## config.mk

```make
export PLATFORM = sky130hd
export DESIGN_NAME = sac_ctrl
export DESIGN_NICKNAME = d
export VERILOG_FILES = /design/src/hdl/sac_pkg.sv /design/src/hdl/sac_ctrl.sv /design/src/hdl/sac_fmt.sv
export SDC_FILE = /design/constraint.sdc
export NUM_CORES = 1
export LEC_CHECK = 0
export ABC_AREA = 0
export BUFFER_PORTS_ARGS = -buffer_cell sky130_fd_sc_hd__buf_2
export CORE_MARGIN = 2
export CORE_UTILIZATION = 36
export CTS_BUF_LIST = sky130_fd_sc_hd__clkbuf_8 sky130_fd_sc_hd__clkbuf_16
export CTS_CLUSTER_SIZE = 8
export DETAILED_ROUTE_END_ITERATION = 12
export SETUP_SLACK_MARGIN = 0.15
export SKIP_LAST_GASP = 1
export SLEW_MARGIN = 20
export SYNTH_ARGS = -nofsm -noshare
export SYNTH_HDL_FRONTEND = slang
export SYNTH_HIERARCHICAL = 1
export SYNTH_SLANG_ARGS = --single-unit
```

## constraint.sdc

```tcl
create_clock -name clk -period 12.55 [get_ports clk]
set_clock_uncertainty 0.05 [all_clocks]
set_input_delay 1.8825 -clock clk [delete_from_list [all_inputs] [get_ports clk]]
set_output_delay 1.8825 -clock clk [all_outputs]
set_load 0.01 [all_outputs]
```

## src/hdl/sac_pkg.sv

```systemverilog
// converter control package: register map, field layout, codes and carriers
// assumes a 32-bit APB slave with byte addresses on a 12-bit paddr
package sac_pkg;

	// ***********************
	// register map
	// ***********************
	localparam logic [11:0] OFS_CTRL1 = 12'h000;
	localparam logic [11:0] OFS_CTRL2 = 12'h010;
	localparam logic [11:0] OFS_CHSEL = 12'h020;
	localparam logic [11:0] OFS_SCAN = 12'h030;
	localparam logic [11:0] OFS_BUF = 12'h040;
	localparam logic [1:0] ALIAS_WR = 2'h0;
	localparam logic [1:0] ALIAS_CLR = 2'h1;
	localparam logic [1:0] ALIAS_SET = 2'h2;
	localparam logic [1:0] ALIAS_INV = 2'h3;

	// ***********************
	// writable bits and reset values
	// ***********************
	localparam logic [31:0] CTRL1_WMASK = 32'h000087E3;
	localparam logic [31:0] CTRL2_WMASK = 32'h0000F43F;
	localparam logic [31:0] CHSEL_WMASK = 32'h008F008F;
	localparam logic [31:0] SCAN_WMASK = 32'h0000FFFF;
	localparam logic [31:0] CTRL_RST = 32'h00000000;
	localparam logic [9:0] RESULT_RST = 10'h000;

	// ***********************
	// field positions
	// ***********************
	localparam int C1_ON = 15;
	localparam int C1_FORM = 8;
	localparam int C1_SSRC = 5;
	localparam int C1_SAMP = 1;
	localparam int C1_DONE = 0;
	localparam int C2_REFSEL = 13;
	localparam int C2_OFFCAL = 12;
	localparam int C2_SCANSEL = 10;
	localparam int C2_FILLHALF = 7;
	localparam int C2_SEQCNT = 2;
	localparam int C2_SPLIT = 1;
	localparam int C2_ALTSAMP = 0;
	localparam int CH_APOS = 0;
	localparam int CH_ANEG = 7;
	localparam int CH_BPOS = 16;
	localparam int CH_BNEG = 23;

	// ***********************
	// codes
	// ***********************
	localparam logic [2:0] TRIG_MAN = 3'h0;
	localparam logic [2:0] TRIG_PIN = 3'h1;
	localparam logic [2:0] TRIG_TMR = 3'h2;
	localparam logic [2:0] TRIG_AUTO = 3'h7;
	localparam logic [2:0] REF_RAILS = 3'h0;
	localparam logic [2:0] REF_HIGH_EXT = 3'h1;
	localparam logic [2:0] REF_LOW_EXT = 3'h2;
	localparam logic [2:0] REF_BOTH_EXT = 3'h3;
	localparam logic [2:0] FMT_U32 = 3'h0;
	localparam logic [2:0] FMT_S32 = 3'h1;
	localparam logic [2:0] FMT_UFR32 = 3'h2;
	localparam logic [2:0] FMT_SFR32 = 3'h3;
	localparam logic [2:0] FMT_U16 = 3'h4;
	localparam logic [2:0] FMT_S16 = 3'h5;
	localparam logic [2:0] FMT_UFR16 = 3'h6;
	localparam logic [2:0] FMT_SFR16 = 3'h7;

	// ***********************
	// carriers
	// ***********************
	typedef struct packed {
		logic negRef;
		logic [3:0] pos;
	} sac_mux_s;

	typedef struct packed {
		logic highExt;
		logic lowExt;
	} sac_ref_s;

endpackage : sac_pkg

```

## src/hdl/sac_ctrl.sv

```systemverilog
// converter control top: APB registers, trigger, input sequencing, result buffer
// assumes the analog core holds its result stable while its done level is high
`timescale 1ns/100ps
`default_nettype none
module sac_ctrl
#(
	parameter logic [3:0] NEG_PIN = 4'h1
)
(
	input wire logic clk,
	input wire logic resetn,
	input wire logic [11:0] paddr,
	input wire logic psel,
	input wire logic penable,
	input wire logic pwrite,
	input wire logic [31:0] pwdata,
	output logic [31:0] prdata,
	output logic pready,
	output logic pslverr,
	input wire logic extTrigPin,
	input wire logic timerEvent,
	input wire logic convDoneAsync,
	input wire logic [9:0] convResult,
	output logic convStart,
	output sac_pkg::sac_mux_s muxSel,
	output sac_pkg::sac_ref_s refSel,
	output logic offsetCalEn,
	output logic seqDone
);
	typedef enum logic [0:0] {ST_IDLE, ST_CONV} sac_state_e;

	logic [31:0] ctrl1_r, ctrl2_r, chsel_r, scan_r, prdata_r, rdData, fmtWord;
	logic pready_r, pslverr_r, rdHit, apbWrite, apbTake, convStart_r, seqDone_r;
	logic [11:0] regBase;
	logic [1:0] trigSync_r, doneSync_r;
	logic [9:0] resSync1_r, resSync2_r;
	logic trigSeen_r, doneSeen_r, trigEdge, doneEdge, trigNow, startNow;
	logic sampleDone, groupDone, useB, offsetCal_r, fillHalf_r, altB_r;
	logic [2:0] refCode, trigSrc;
	logic [3:0] seqPerGrp, smpCnt_r, wrPtr_r, wrIdx, scanCh_r, scanUse, posA, muxPos;
	logic [9:0] resBuf [16];
	sac_state_e state_r;
	sac_pkg::sac_mux_s muxSel_r, muxNow;
	sac_pkg::sac_ref_s refSel_r;

	if (NEG_PIN > 4'hF)
	begin : g_badPin
		$error("NEG_PIN out of range");
	end

	// ***********************
	// helpers
	// ***********************
	function automatic logic [31:0] aliasWr(input logic [31:0] cur, input logic [31:0] wd,
		input logic [1:0] op, input logic [31:0] msk);
		logic [31:0] v;
		v = cur;
		unique case (op)
			sac_pkg::ALIAS_WR: v = wd;
			sac_pkg::ALIAS_CLR: v = cur & ~wd;
			sac_pkg::ALIAS_SET: v = cur | wd;
			sac_pkg::ALIAS_INV: v = cur ^ wd;
		endcase
		return (v & msk) | (cur & ~msk);
	endfunction : aliasWr

	// next marked channel above cur, wrapping round; stays put if none other
	function automatic logic [3:0] nextScan(input logic [3:0] cur, input logic [15:0] msk);
		logic [3:0] n;
		logic [3:0] c;
		n = cur;
		for (int i = 15; i >= 1; i--)
		begin
			c = cur + 4'(i);
			if (msk[c])
				n = c;
		end
		return n;
	endfunction : nextScan

	assign refCode = ctrl2_r[sac_pkg::C2_REFSEL +: 3];
	assign seqPerGrp = ctrl2_r[sac_pkg::C2_SEQCNT +: 4];
	assign trigSrc = ctrl1_r[sac_pkg::C1_SSRC +: 3];

	// ***********************
	// APB slave
	// ***********************
	// one wait state: data is prepared in the first access cycle
	assign regBase = {paddr[11:4], 4'h0};
	assign apbTake = psel & penable & pready_r;
	assign apbWrite = apbTake & pwrite;

	sac_fmt u_fmt
	(
		.res(resBuf[paddr[5:2]]),
		.form(ctrl1_r[sac_pkg::C1_FORM +: 3]),
		.word(fmtWord)
	);

	always_comb
	begin
		rdData = 32'h00000000;
		rdHit = 1'b1;
		if (paddr[1:0] != 2'h0)
			rdHit = 1'b0;
		else if (paddr[11:6] == sac_pkg::OFS_BUF[11:6])
			rdData = pwrite ? 32'h00000000 : fmtWord;
		else
		begin
			case (regBase)
				sac_pkg::OFS_CTRL1: rdData = ctrl1_r;
				// upper half held zero by the write mask
				sac_pkg::OFS_CTRL2: rdData = {ctrl2_r[31:8], fillHalf_r, ctrl2_r[6:0]};
				sac_pkg::OFS_CHSEL: rdData = chsel_r;
				sac_pkg::OFS_SCAN: rdData = scan_r;
				default: rdHit = 1'b0;
			endcase
		end
	end

	always_ff @(posedge clk or negedge resetn)
	begin
		if (!resetn)
		begin
			pready_r <= 1'b0;
			prdata_r <= 32'h00000000;
			pslverr_r <= 1'b0;
		end
		else
		begin
			pready_r <= psel & penable & ~pready_r;
			if (psel & penable & ~pready_r)
			begin
				prdata_r <= pwrite ? 32'h00000000 : rdData;
				pslverr_r <= ~rdHit;
			end
		end
	end

	// ***********************
	// control registers
	// ***********************
	always_ff @(posedge clk or negedge resetn)
	begin
		if (!resetn)
			ctrl1_r <= sac_pkg::CTRL_RST;
		else
		begin
			if (startNow && trigSrc == sac_pkg::TRIG_MAN)
				ctrl1_r[sac_pkg::C1_SAMP] <= 1'b0;
			if (apbWrite && regBase == sac_pkg::OFS_CTRL1 && paddr[1:0] == 2'h0)
				ctrl1_r <= aliasWr(ctrl1_r, pwdata, paddr[3:2], sac_pkg::CTRL1_WMASK);
			// done flag: hardware set beats a software clear
			if (groupDone)
				ctrl1_r[sac_pkg::C1_DONE] <= 1'b1;
		end
	end

	always_ff @(posedge clk or negedge resetn)
	begin
		if (!resetn)
		begin
			ctrl2_r <= sac_pkg::CTRL_RST;
			chsel_r <= sac_pkg::CTRL_RST;
			scan_r <= sac_pkg::CTRL_RST;
		end
		else if (apbWrite && paddr[1:0] == 2'h0)
		begin
			if (regBase == sac_pkg::OFS_CTRL2)
				ctrl2_r <= aliasWr(ctrl2_r, pwdata, paddr[3:2], sac_pkg::CTRL2_WMASK);
			if (regBase == sac_pkg::OFS_CHSEL)
				chsel_r <= aliasWr(chsel_r, pwdata, paddr[3:2], sac_pkg::CHSEL_WMASK);
			if (regBase == sac_pkg::OFS_SCAN)
				scan_r <= aliasWr(scan_r, pwdata, paddr[3:2], sac_pkg::SCAN_WMASK);
		end
	end

	// ***********************
	// input synchronisers
	// ***********************
	always_ff @(posedge clk or negedge resetn)
	begin
		if (!resetn)
		begin
			trigSync_r <= 2'h0;
			doneSync_r <= 2'h0;
			trigSeen_r <= 1'b0;
			doneSeen_r <= 1'b0;
			resSync1_r <= sac_pkg::RESULT_RST;
			resSync2_r <= sac_pkg::RESULT_RST;
		end
		else
		begin
			trigSync_r <= {trigSync_r[0], extTrigPin};
			doneSync_r <= {doneSync_r[0], convDoneAsync};
			trigSeen_r <= trigSync_r[1];
			doneSeen_r <= doneSync_r[1];
			resSync1_r <= convResult;
			resSync2_r <= resSync1_r;
		end
	end

	assign trigEdge = trigSync_r[1] & ~trigSeen_r;
	assign doneEdge = doneSync_r[1] & ~doneSeen_r;

	// ***********************
	// trigger and input selection
	// ***********************
	// pin edges arriving during a conversion are dropped, not queued
	// trigger source
	always_comb
	begin
		case (trigSrc)
			sac_pkg::TRIG_MAN: trigNow = ctrl1_r[sac_pkg::C1_SAMP];
			sac_pkg::TRIG_PIN: trigNow = trigEdge;
			sac_pkg::TRIG_TMR: trigNow = timerEvent;
			sac_pkg::TRIG_AUTO: trigNow = 1'b1;
			default: trigNow = 1'b0;
		endcase
	end

	assign startNow = state_r == ST_IDLE && ctrl1_r[sac_pkg::C1_ON] && trigNow;

	// skip to the next marked channel
	assign scanUse = scan_r[scanCh_r] ? scanCh_r : nextScan(scanCh_r, scan_r[15:0]);
	assign useB = ctrl2_r[sac_pkg::C2_ALTSAMP] & altB_r;
	assign posA = ctrl2_r[sac_pkg::C2_SCANSEL] ? scanUse : chsel_r[sac_pkg::CH_APOS +: 4];
	assign muxPos = useB ? chsel_r[sac_pkg::CH_BPOS +: 4] : posA;
	assign muxNow.pos = muxPos;
	// reference pin never its own differential partner
	assign muxNow.negRef = (useB ? chsel_r[sac_pkg::CH_BNEG] : chsel_r[sac_pkg::CH_ANEG])
		& (muxPos != NEG_PIN);

	always_ff @(posedge clk or negedge resetn)
	begin
		if (!resetn)
		begin
			state_r <= ST_IDLE;
			convStart_r <= 1'b0;
			muxSel_r <= '0;
		end
		else
		begin
			convStart_r <= startNow;
			unique case (state_r)
				ST_IDLE:
					if (startNow)
					begin
						muxSel_r <= muxNow;
						state_r <= ST_CONV;
					end
				ST_CONV:
					if (doneEdge || !ctrl1_r[sac_pkg::C1_ON])
						state_r <= ST_IDLE;
			endcase
		end
	end

	// ***********************
	// reference select
	// ***********************
	always_ff @(posedge clk or negedge resetn)
	begin
		if (!resetn)
		begin
			refSel_r <= '0;
			offsetCal_r <= 1'b0;
		end
		else
		begin
			offsetCal_r <= ctrl2_r[sac_pkg::C2_OFFCAL];
			if (refCode[2] || refCode == sac_pkg::REF_RAILS)
				refSel_r <= '0;
			else
			begin
				refSel_r.highExt <= refCode == sac_pkg::REF_BOTH_EXT
					|| refCode == sac_pkg::REF_HIGH_EXT;
				refSel_r.lowExt <= refCode == sac_pkg::REF_BOTH_EXT
					|| refCode == sac_pkg::REF_LOW_EXT;
			end
		end
	end

	// ***********************
	// result buffer and sequencing
	// ***********************
	assign sampleDone = state_r == ST_CONV && doneEdge;
	// group of count plus one sequences
	assign groupDone = sampleDone && smpCnt_r == seqPerGrp;
	assign wrIdx = ctrl2_r[sac_pkg::C2_SPLIT] ? {fillHalf_r, wrPtr_r[2:0]} : wrPtr_r;

	always_ff @(posedge clk or negedge resetn)
	begin
		if (!resetn)
		begin
			smpCnt_r <= 4'h0;
			wrPtr_r <= 4'h0;
			fillHalf_r <= 1'b0;
			altB_r <= 1'b0;
			scanCh_r <= 4'h0;
			seqDone_r <= 1'b0;
			for (int i = 0; i < 16; i++)
				resBuf[i] <= sac_pkg::RESULT_RST;
		end
		else
		begin
			seqDone_r <= groupDone;
			if (sampleDone)
			begin
				resBuf[wrIdx] <= resSync2_r;
				altB_r <= ctrl2_r[sac_pkg::C2_ALTSAMP] & ~altB_r;
				if (ctrl2_r[sac_pkg::C2_SCANSEL] && !useB)
					scanCh_r <= nextScan(scanUse, scan_r[15:0]);
				if (groupDone)
				begin
					smpCnt_r <= 4'h0;
					wrPtr_r <= 4'h0;
					if (ctrl2_r[sac_pkg::C2_SPLIT])
						fillHalf_r <= ~fillHalf_r;
				end
				else
				begin
					smpCnt_r <= smpCnt_r + 4'h1;
					wrPtr_r <= wrPtr_r + 4'h1;
				end
			end
		end
	end

	assign prdata = prdata_r;
	assign pready = pready_r;
	assign pslverr = pslverr_r;
	assign convStart = convStart_r;
	assign muxSel = muxSel_r;
	assign refSel = refSel_r;
	assign offsetCalEn = offsetCal_r;
	assign seqDone = seqDone_r;
endmodule : sac_ctrl
`default_nettype wire

```

## src/hdl/sac_fmt.sv

```systemverilog
// result formatter: widens a 10-bit stored result to a 32-bit read word
// assumes the result is offset binary from the converter core
`timescale 1ns/100ps
`default_nettype none
module sac_fmt
(
	input wire logic [9:0] res,
	input wire logic [2:0] form,
	output logic [31:0] word
);
	logic [9:0] sgn;

	// midscale becomes zero for the signed forms
	assign sgn = {~res[9], res[8:0]};

	always_comb
	begin
		unique case (form)
			sac_pkg::FMT_U32: word = {22'h000000, res};
			sac_pkg::FMT_S32: word = {{22{sgn[9]}}, sgn};
			sac_pkg::FMT_UFR32: word = {res, 22'h000000};
			sac_pkg::FMT_SFR32: word = {sgn, 22'h000000};
			sac_pkg::FMT_U16: word = {22'h000000, res};
			sac_pkg::FMT_S16: word = {16'h0000, {6{sgn[9]}}, sgn};
			sac_pkg::FMT_UFR16: word = {16'h0000, res, 6'h00};
			sac_pkg::FMT_SFR16: word = {16'h0000, sgn, 6'h00};
		endcase
	end
endmodule : sac_fmt
`default_nettype wire

```

=== Word level (Yosys, flattened, before mapping) ===
Index checks and enable logic that the tools add are counted.

* Add/subtract/negate cells: 32
* Multipliers: 0
* Divide/modulo/power cells: 0
* Order comparisons: 34
* Eq/ne operators: 22
* Shift-type cells: 0
* Muxes and demuxes: 132
* Bitwise operators: 36
* Reduce and logical (&&, ||, !) cells: 33

{| class="wikitable"
|+ Operators by type and width
! kind !! number
|-
| 32-bit one-hot mux with 7 select lines || 1
|-
| 16-bit one-hot mux with 4 select lines || 3
|-
| 160-bit bitwise mux || 1
|-
| 4-bit by 5-bit < comparator with 1-bit output, second input constant || 30
|-
| 4-bit two-way mux || 36
|-
| 32-bit one-hot mux with 4 select lines || 1
|-
| 1-bit binary-select mux with 4-bit select || 31
|-
| 32-bit two-way mux || 3
|-
| 16-bit by 32-bit bitwise OR with 32-bit output || 3
|-
| 24-bit one-hot mux with 4 select lines || 1
|-
| 16-bit two-way mux || 5
|-
| 4-bit adder, second input constant || 16
|-
| 16-bit bitwise AND || 3
|-
| 24-bit two-way mux || 2
|-
| 16-bit bitwise OR || 3
|-
| 16-bit bitwise XOR || 3
|-
| 10-bit binary-select mux with 4-bit select || 1
|-
| 10-bit demux with 4-bit select || 1
|-
| 1-bit two-way mux || 39
|-
| 4-bit by 3-bit adder with 4-bit output, second input constant || 8
|-
| 24-bit by 32-bit bitwise OR with 32-bit output || 1
|-
| 10-bit two-way mux || 3
|-
| 24-bit bitwise AND || 1
|-
| 24-bit inverter || 1
|-
| 34 further kinds || 92
|}

* Bits in registers: 373
* Latch bits: 0
* Memory bits (writable): 0
* Memory bits (read-only): 0
* Input port bits: 62
* Output and inout bits: 44
* Logic and storage cells: 333
* Memories: 0

=== Longest topological paths before layout ===
Gate-level depths: netlist (run 1).

* Word-level depth: 37
* Gate-level depth with buffers: 32
* Mapped depth without buffers: 22

=== Modules after synthesis ===
Netlist (run 1), hierarchy kept.

{| class="wikitable"
|+ Modules (own cells, without submodules)
! module !! instances !! cells an instance !! area an instance (sq um) !! seq. area each (sq um)
|-
| sac_ctrl || 1 || 1884 || 19927.9 || 7282.0
|-
| sac_fmt || 1 || 61 || 375.4 || 0.0
|}

=== Worst setup path before layout (run 1) ===
Ideal clock, no wire load.

* Path type: flip-flop to flip-flop
* Start: reg scanCh_r[0]
* End: reg scanCh_r[1]
* Setup time: 147 ps
* Arrival: 6505 ps
* Data required time: 12353 ps
* Slack: 5848 ps
* Stages on the path, launching flop included: 31
* Buffers on the path: 9
* Clock period less this slack: 6702 ps
* Path through: dfrtp_1 buf_6 buf_12 buf_6 buf_6 clkinv_1 clkbuf_1 ha_1 buf_2 clkinv_1 clkbuf_1 nand3_1 nand4_1 mux2i_4 and4bb_1 or3b_1 a221oi_4 a21oi_2 buf_2 ha_1 clkbuf_1 clkinv_1 nor3_1 a21oi_1 mux4_2 nor2b_1 nand2_1 o41ai_1 o311a_1 o311ai_1 a31oi_1

* Word-level cells in the longest chain between the ends: 37
* Elaborated cells between the ends (all ways): 123
* Those cells by class: add/sub (30); mux (93)

{| class="wikitable"
|+ RTL lines
! what !! line !! source
|-
| start: declaration || sac_ctrl.sv:40 || <nowiki>logic [3:0] seqPerGrp, smpCnt_r, wrPtr_r, wrIdx, scanCh_r, scanUse, posA, muxPos;</nowiki>
|-
| start signal: assignment || sac_ctrl.sv:313 || <nowiki>scanCh_r <= nextScan(scanUse, scan_r[15:0]);</nowiki>
|-
| 4-bit adder || sac_ctrl.sv:74 || <nowiki>c = cur + 4'(i);</nowiki>
|-
| 1-bit binary-select mux with 4-bit select || sac_ctrl.sv:75 || <nowiki>if (msk[c])</nowiki>
|-
| 1-bit two-way mux (not written as such) || sac_ctrl.sv:75 ||
|-
| 4-bit two-way mux (15 in a row) || sac_ctrl.sv:75 ||
|-
| 4-bit two-way mux (*) || sac_ctrl.sv:225 || <nowiki>assign scanUse = scan_r[scanCh_r] ? scanCh_r : nextScan(scanCh_r, scan_r[15:0]);</nowiki>
|-
| 4-bit adder || sac_ctrl.sv:74 ||
|-
| 1-bit binary-select mux with 4-bit select || sac_ctrl.sv:75 ||
|-
| 1-bit two-way mux (not written as such) || sac_ctrl.sv:75 ||
|-
| 4-bit two-way mux (14 in a row) || sac_ctrl.sv:75 ||
|-
| 4-bit two-way mux (*) || sac_ctrl.sv:75 ||
|}

Mark *: on every way between the ends. The rest lies on a longest branch, timed or not. The select of a mux whose other input is x is not followed.
A chain may end at the register's enable or synchronous reset.

=== Final worst setup path (run 1) ===
Same ends and word-level chain as after synthesis.

==> qor.txt, run 1 <==
CTS Sinks: 291
Number of slew-limit violations in the final report: 0
DP HPWL: 41000 µm
Core ar.: 56100 µm²
GRT Resource Usage Total: 20.7%
Cts hold-fix bufs: 0
Placed cells: 2675
Final Cycle Share: 74.5%
Pwr dens: 252 nW/µm²
Critical Path RT: 12.89 ns
Largest net degree at the start of global routing: 184
Initial DRC Count: 1388
Drt pass-1 iters: 5
Share of layout cells above drive strength 1: 26.0%
Area delta synth->final: 10.4%
Max_cap viols: 0
Post-synthesis instance area: 20300 µm²
FP Rows: 87
CTS root buffer: clkbuf_16
Die W: 241 µm
Overflow left after global routing: 0
Top-area cell type share of the netlist area: 35.9%
Fin Setup TNS: 0 ns
Setup crit start kind: register
CTS H-tree lvls: 2
DIE HEIGHT: 241 µm
Via count: 15800
Synth Flop Type: dfrtp_1
Final WL: 59600 µm
Slew at the pin closest to its max-slew limit: 1.07 ns
Reg clk slew, reported paths: 0.05 ns
CTS tree: yes
RSZ-0062 raised after global routing: no
Vias in the first global route: 15800
DR DRC count: 0
Dpl ws: 3.33 ns
Post-Syn Nets: 2118
Starting Density: 36.2%
Num CTS Buffers: 42
Final net count: 2136
Crit-path max cell delay: 0.88 ns
First-pass GRT wire length: 93800 µm
Cts repair resizes: 0
Top Ports: 106
Crit-path max FO: 61
Syn avg cell area: 10.4 µm²
Worst path slowest cell: a211oi_4
Clock Path Buffers: 3
Worst-Skew Late Latency: 0.55 ns
Fmax: 107 MHz
Leak pwr: 10.1 nW
Async SR Flop Fraction: 100%
N_diodes: 0
Register Area: 7280 µm²
CP dominant cell by count: clkinv_1
Cells along the critical path: buf_4 > clkinv_1 > ha_1 > buf_4 > clkinv_1 > nor3_1 > or4_4 > mux2i_4 > o21a_1 > a211oi_4 > a211o_4 > and2_1 > inv_1 > ha_1 > clkinv_1 > nor3_1 > a21oi_1 > mux4_2 > nor2b_1 > nand2_1 > o41ai_1 > o311a_1 > o311ai_1 > a31oi_1
Fin worst setup slack: 3.21 ns
Final Setup Violations: 0
Status: finished, final reports clean
Dominant cells by area after synthesis: dfrtp_1 36%, mux2_2 11%, mux4_2 10%
Initial antenna violation count: 1
Layout fillers: 5384
Kind of critical path: reg -> reg
Post-DRT Antenna Nets: 0
Postcts setup bufs: 0
DIE AREA: 58300 µm²
Worst hold path class: reg -> reg
Via density: 5.80
Pwr Total: 5.65 mW
Min Tclk post-route: 9.34 ns
Synth warn: 6
Post-Layout Cell Count: 2723
Per-cell routed wire length: 21.9 µm
Yosys cell types: 102
Sequential area share after synthesis: 35.9%
Final Wtd Congestion: 0.922
VDD IR-drop max: 0.189 mV
CP arrival: 9.68 ns
EDFF count, synth: 0
Area of the multi-input gates: 12000 µm²
Hold Vio Cnt, Final: 0
Port bufs: 94
Slew HR: 27.9%
Worst setup EP type: register
Post-synthesis register bit count: 291
Most area-hungry cell type in the Yosys netlist: dfrtp_1
Post-Syn Instances: 1945
-- sequential cells by signal, summed over array words and instances, names as in the netlist, 5 cells and up --
name	cells
resSync2_r	10
prdata	32
ctrl2_r	11
muxSel	5
chsel_r	10
scan_r	16
resBuf	160
ctrl1_r	9
resSync1_r	10
-- per-layer routing --
layer / vias up / GRT usage, % / part of all wire (%)
li1: 7175 / - / -
met1: 8018 / 28.4 / 44
met2: 497 / 34.0 / 47
met3: 95 / 3.14 / 5.8
met4: 2 / 5.91 / 2.6
met5: - / 0 / 0.018
-- synthesized netlist by cell type (all sizes together) (4+ instances only) --
| master | instances |
|---|---|
| a221oi | 34 |
| a211oi | 49 |
| nand3 | 54 |
| or3 | 6 |
| ha | 111 |
| a22o | 19 |
| a211o | 9 |
| buf | 55 |
| a21oi | 162 |
| xor2 | 15 |
| dfrtp | 291 |
| a222oi | 5 |
| nor2 | 166 |
| nand2 | 137 |
| o21a | 4 |
| or2 | 7 |
| nand3b | 6 |
| o2111ai | 6 |
| xnor2 | 21 |
| a2111oi | 4 |
| nand4 | 6 |
| a21boi | 6 |
| inv | 93 |
| a31oi | 9 |
| and3 | 5 |
| clkbuf | 90 |
| o21ai | 58 |
| mux4 | 91 |
| o22ai | 8 |
| nor3 | 25 |
| mux2 | 197 |
| nor2b | 20 |
| mux2i | 50 |
| and2 | 14 |
| a22oi | 21 |
| o31ai | 7 |
| o211ai | 12 |
| nand2b | 11 |
-- stage by stage --
stage,instance area [µm²],hold WS [ns],util (%)
3_3_place_gp,21200,0.282,37.9
6_report,22400,0.295,40.0
5_1_grt,22400,0.300,40.0
4_1_cts,22400,0.297,40.0
3_5_place_dp,21300,0.286,37.9
2_1_floorplan,20300,0.281,-
-- cell families after synthesis --
| family | Yosys count | synth area share (%) |
|---|---|---|
| mux | 338 | 23.8 |
| buf+inv | 241 | 5.25 |
| xor+xnor | 36 | 1.81 |
| fa+ha+maj | 111 | 6.84 |
| simple gates | 474 | 10.7 |
| compound gates | 454 | 15.8 |
| flops | 291 | 35.9 |
-- power breakdown --
group          internal, mW  total, mW  switching [mW]
Combinational          1.34       3.44            2.09
Sequential             1.10       1.19          0.0950
Clock                 0.612       1.02           0.412
-- critical path: cells and delay by family, from the launching register on --
| family | cells | cell delay [ns] |
|---|---|---|
| AND/OR/NAND/NOR | 6 | 1.44 |
| AO/OA/AOI/OAI | 8 | 2.69 |
| flip-flops | 1 | 0.34 |
| adder cells (fa/ha/maj) | 2 | 1.04 |
| multiplexers | 2 | 0.64 |
| buffers and inverters | 6 | 2.93 |
-- layout make-up --
class,count,share of cell area (%)
clock buffers,44,4.86
clock inverters,4,0.307
inverters,96,1.61
multi-input cells,1413,53.4
flip-flops and latches,291,32.5
well taps,756,4.22
repair buffers,119,3.08
-- layout by cell type (no fill, tap or decap), types with 14 or more instances in the layout --
cell,netlist,routed
a211oi_1,48,48
a21oi_1,153,153
a221oi_1,23,23
a22o_1,19,19
a22oi_1,21,21
and2_1,14,14
buf_2,15,91
buf_4,9,25
clkbuf_16,0,43
dfrtp_1,291,290
ha_1,111,111
inv_1,88,89
mux2_2,190,190
mux2i_1,44,44
mux4_2,91,91
nand2_1,137,137
nand3_1,54,54
nor2_1,165,165
nor2b_1,20,20
nor3_1,25,22
o21ai_0,55,55
xnor2_1,17,17
-- worst paths after layout --
path,start,end,slack (ns),cells past startpoint
setup reg to reg,scanCh_r[0],scanCh_r[1],3.21,24
setup / recovery,scanCh_r[0],scanCh_r[1],3.21,24
hold / removal,resSync1_r[6],resSync2_r[6],0.29,0
max in group asynchronous,resetn,scanCh_r[0],9.62,2
hold reg to reg,resSync1_r[6],resSync2_r[6],0.29,0
min in group asynchronous,resetn,resSync1_r[6],1.32,1
Power figures use the tool's default switching activity.
==> run 2, diff against run 1 <==
ABC_AREA = 1   (was 0)
clock period = 9.6 ns   (was 12.55 ns; I/O delays follow)
==> run 2 against run 1 <==
Wire length decreased by 6.2%. Sequential share of layout area increased by 4.0 points. Setup slack got worse by 1.1 ns. Critical path type unchanged. Clock power grew 31%. Utilization grew 0.79 points. Fmax up 25%. Sequential power rose by 40%. Power decreased by 34%. Critical path depth up 25. Via count rose by 3.4%. Critical endpoint is now scanCh_r[3]. Global-route usage rose by 1.2 points.
==> qor.txt, run 2 <==
Hold endpoint: resSync2_r[1]
Yosys cell types: 51
Final Setup Violations: 0
Most area-hungry cell type in the Yosys netlist: dfrtp_1
Post-synthesis register bit count: 291
Worst-Skew Late Latency: 0.57 ns
Largest register by flop count: resBuf
Final Wtd Congestion: 0.945
CTS H-tree lvls: 2
Final Cycle Share: 77.7%
Drt pass-1 iters: 5
Postcts setup bufs: 0
Share of layout cells above drive strength 1: 9.73%
Slew HR: 29.0%
Sequential area share after synthesis: 40.8%
Worst hold path class: reg -> reg
Cts repair resizes: 0
Num CTS Buffers: 42
Core ar.: 49000 µm²
Reg clk slew, reported paths: 0.06 ns
Cts hold-fix bufs: 0
Critical Path RT: 9.99 ns
Hold Path Depth: 0
First-pass GRT wire length: 88000 µm
Crit-path max FO: 28
Final WL: 55900 µm
Via density: 5.39
Commonest non-fill, non-tap cells in the layout: 605 x nand2_1, 291 x dfrtp_1, 244 x o21ai_0, 237 x inv_1, 163 x nand3_1
RSZ-0062 raised after global routing: no
Post-Syn Instances: 2321
DP HPWL: 38900 µm
Async SR Flop Fraction: 100%
Area delta synth->final: 11.8%
FP Rows: 81
WHS: 0.293 ns
CTS root buffer: clkbuf_16
Most common cell after layout, fill and taps aside: nand2_1
Fmax: 134 MHz
Synth Flop Type: dfrtp_1
Crit-path max cell delay: 0.86 ns
Final net count: 2533
Synth warn: 6
Max_cap viols: 0
Post-synth top cells: 605 x nand2_1, 291 x dfrtp_1, 244 x o21ai_0
Largest register FFs: 160
Vias in the first global route: 15800
Fin worst setup slack: 2.14 ns
CP bufs+invs: 5
Top-area cell type share of the netlist area: 40.8%
DR DRC count: 0
Post-Syn Nets: 2494
Worst path slowest cell: dfrtp_1
Initial antenna violation count: 0
Worst setup EP type: register
GRT Resource Usage Total: 21.9%
VDD IR-drop max: 0.155 mV
Slew at the pin closest to its max-slew limit: 1.06 ns
Reg2reg start: scanCh_r[1]
CTS tree: yes
Dominant cells by area after synthesis: dfrtp_1 41%, nand2_1 13%, ha_1 7.8%
Dpl ws: 2.23 ns
Count leader, synth: nand2_1
Largest net degree at the start of global routing: 89
Family with the most delay on the worst path: simple AND/OR/NAND/NOR gates
Initial DRC Count: 1402
Min Tclk post-route: 7.46 ns
Fin Setup TNS: 0 ns
Kind of critical path: reg -> reg
Number of slew-limit violations in the final report: 0
Setup crit start kind: register
Die W: 227 µm
Leak pwr: 9.73 nW
Post-synthesis instance area: 17900 µm²
Pwr dens: 187 nW/µm²
Worst hold start: resSync1_r[1]
CTS Sinks: 291
Post-DRT Antenna Nets: 0
Area after DPL: 18800 µm²
N_diodes: 0
Worst path depth: 49
Top Ports: 106
Status: finished, final reports clean
CP dominant cell by count: nand2_1
Syn avg cell area: 7.69 µm²
Starting Density: 36.5%
Overflow left after global routing: 0
Reg2reg end: scanCh_r[3]
Per-cell routed wire length: 18.5 µm
Port bufs: 94
EDFF count, synth: 0
Hold Vio Cnt, Final: 0
R2R Setup Slk: 2.14 ns
DIE AREA: 51400 µm²
Via count: 16300
Cells on worst reg2reg path: 49
CP arrival: 7.85 ns
Clock Path Buffers: 3
Final Instance Area: 20000 µm²
DIE HEIGHT: 227 µm
## run 2: worst max-delay path by stage
| stage | start | endpoint | slack [ns] |
|---|---|---|---|
| 6_report | scanCh_r[1] | scanCh_r[3] | 2.14 |
| 5_1_grt | scanCh_r[1] | scanCh_r[3] | 1.40 |
| 4_1_cts | scanCh_r[1] | scanCh_r[3] | 2.18 |
| 3_5_place_dp | scanCh_r[1] | scanCh_r[3] | 2.23 |
| 3_3_place_gp | scanCh_r[1] | scanCh_r[3] | 2.21 |
| 2_1_floorplan | scanCh_r[1] | scanCh_r[0] | 4.51 |
## run 2: worst reg2reg max path, delay by kind of cell (launching register included)
| kind | cells | cell delay (ns) |
|---|---|---|
| buffers and inverters | 5 | 1.52 |
| DFF | 1 | 0.86 |
| adders and majority gates | 2 | 1.40 |
| AOI/OAI and AO/OA | 1 | 0.14 |
| and+or+nand+nor | 41 | 3.36 |
## run 2: final cells by class
cell class                      count  area (µm²)
Tap cell                          664         831
Timing Repair Buffer              116         646
Sequential cell                   291        7280
Multi-Input combinational cell   1650        9070
Inverter                          259         975
Clock buffer                       44        1080
Clock inverter                      4        80.1
Fill cell                        4953       29000
## run 2: layer usage
| layer | GRT usage (%) | part of all wire [%] |
|---|---|---|
| met1 | 28.8 | 44 |
| met2 | 36.7 | 48 |
| met3 | 2.86 | 5.2 |
| met4 | 7.81 | 3.3 |
| met5 | 0 | 0 |
## run 2: cell families (layout without fill, tap and decap cells)
kind of cell / after synthesis / after routing / share of synthesized area (%)
and+or+nand+nor: 927 / 927 / 21.7
DFF: 291 / 291 / 40.8
xor gates and xnor gates: 16 / 16 / 0.974
AOI/OAI and AO/OA: 596 / 596 / 20.2
adders and majority gates: 111 / 111 / 7.78
buffers and inverters: 380 / 423 / 8.56
## run 2: through the flow
| step | cells | utilization, % | total power [mW] |
|---|---|---|---|
| after floorplan | 2321 | - | 2.16 |
| after global placement | 2980 | 38.4 | 2.36 |
| after detailed placement | 2980 | 38.4 | 2.40 |
| after CTS | 3028 | 40.8 | 3.76 |
| after global routing | 3028 | 40.8 | 3.95 |
| final | 3028 | 40.8 | 3.73 |
## run 2: power by group
group          switching, mW  internal, mW  leakage [nW]  total, mW
logic                  0.450         0.263          5.51      0.713
clock network          0.549         0.793         0.567       1.34
registers              0.148          1.53          3.65       1.67
total                   1.15          2.58          9.73       3.73
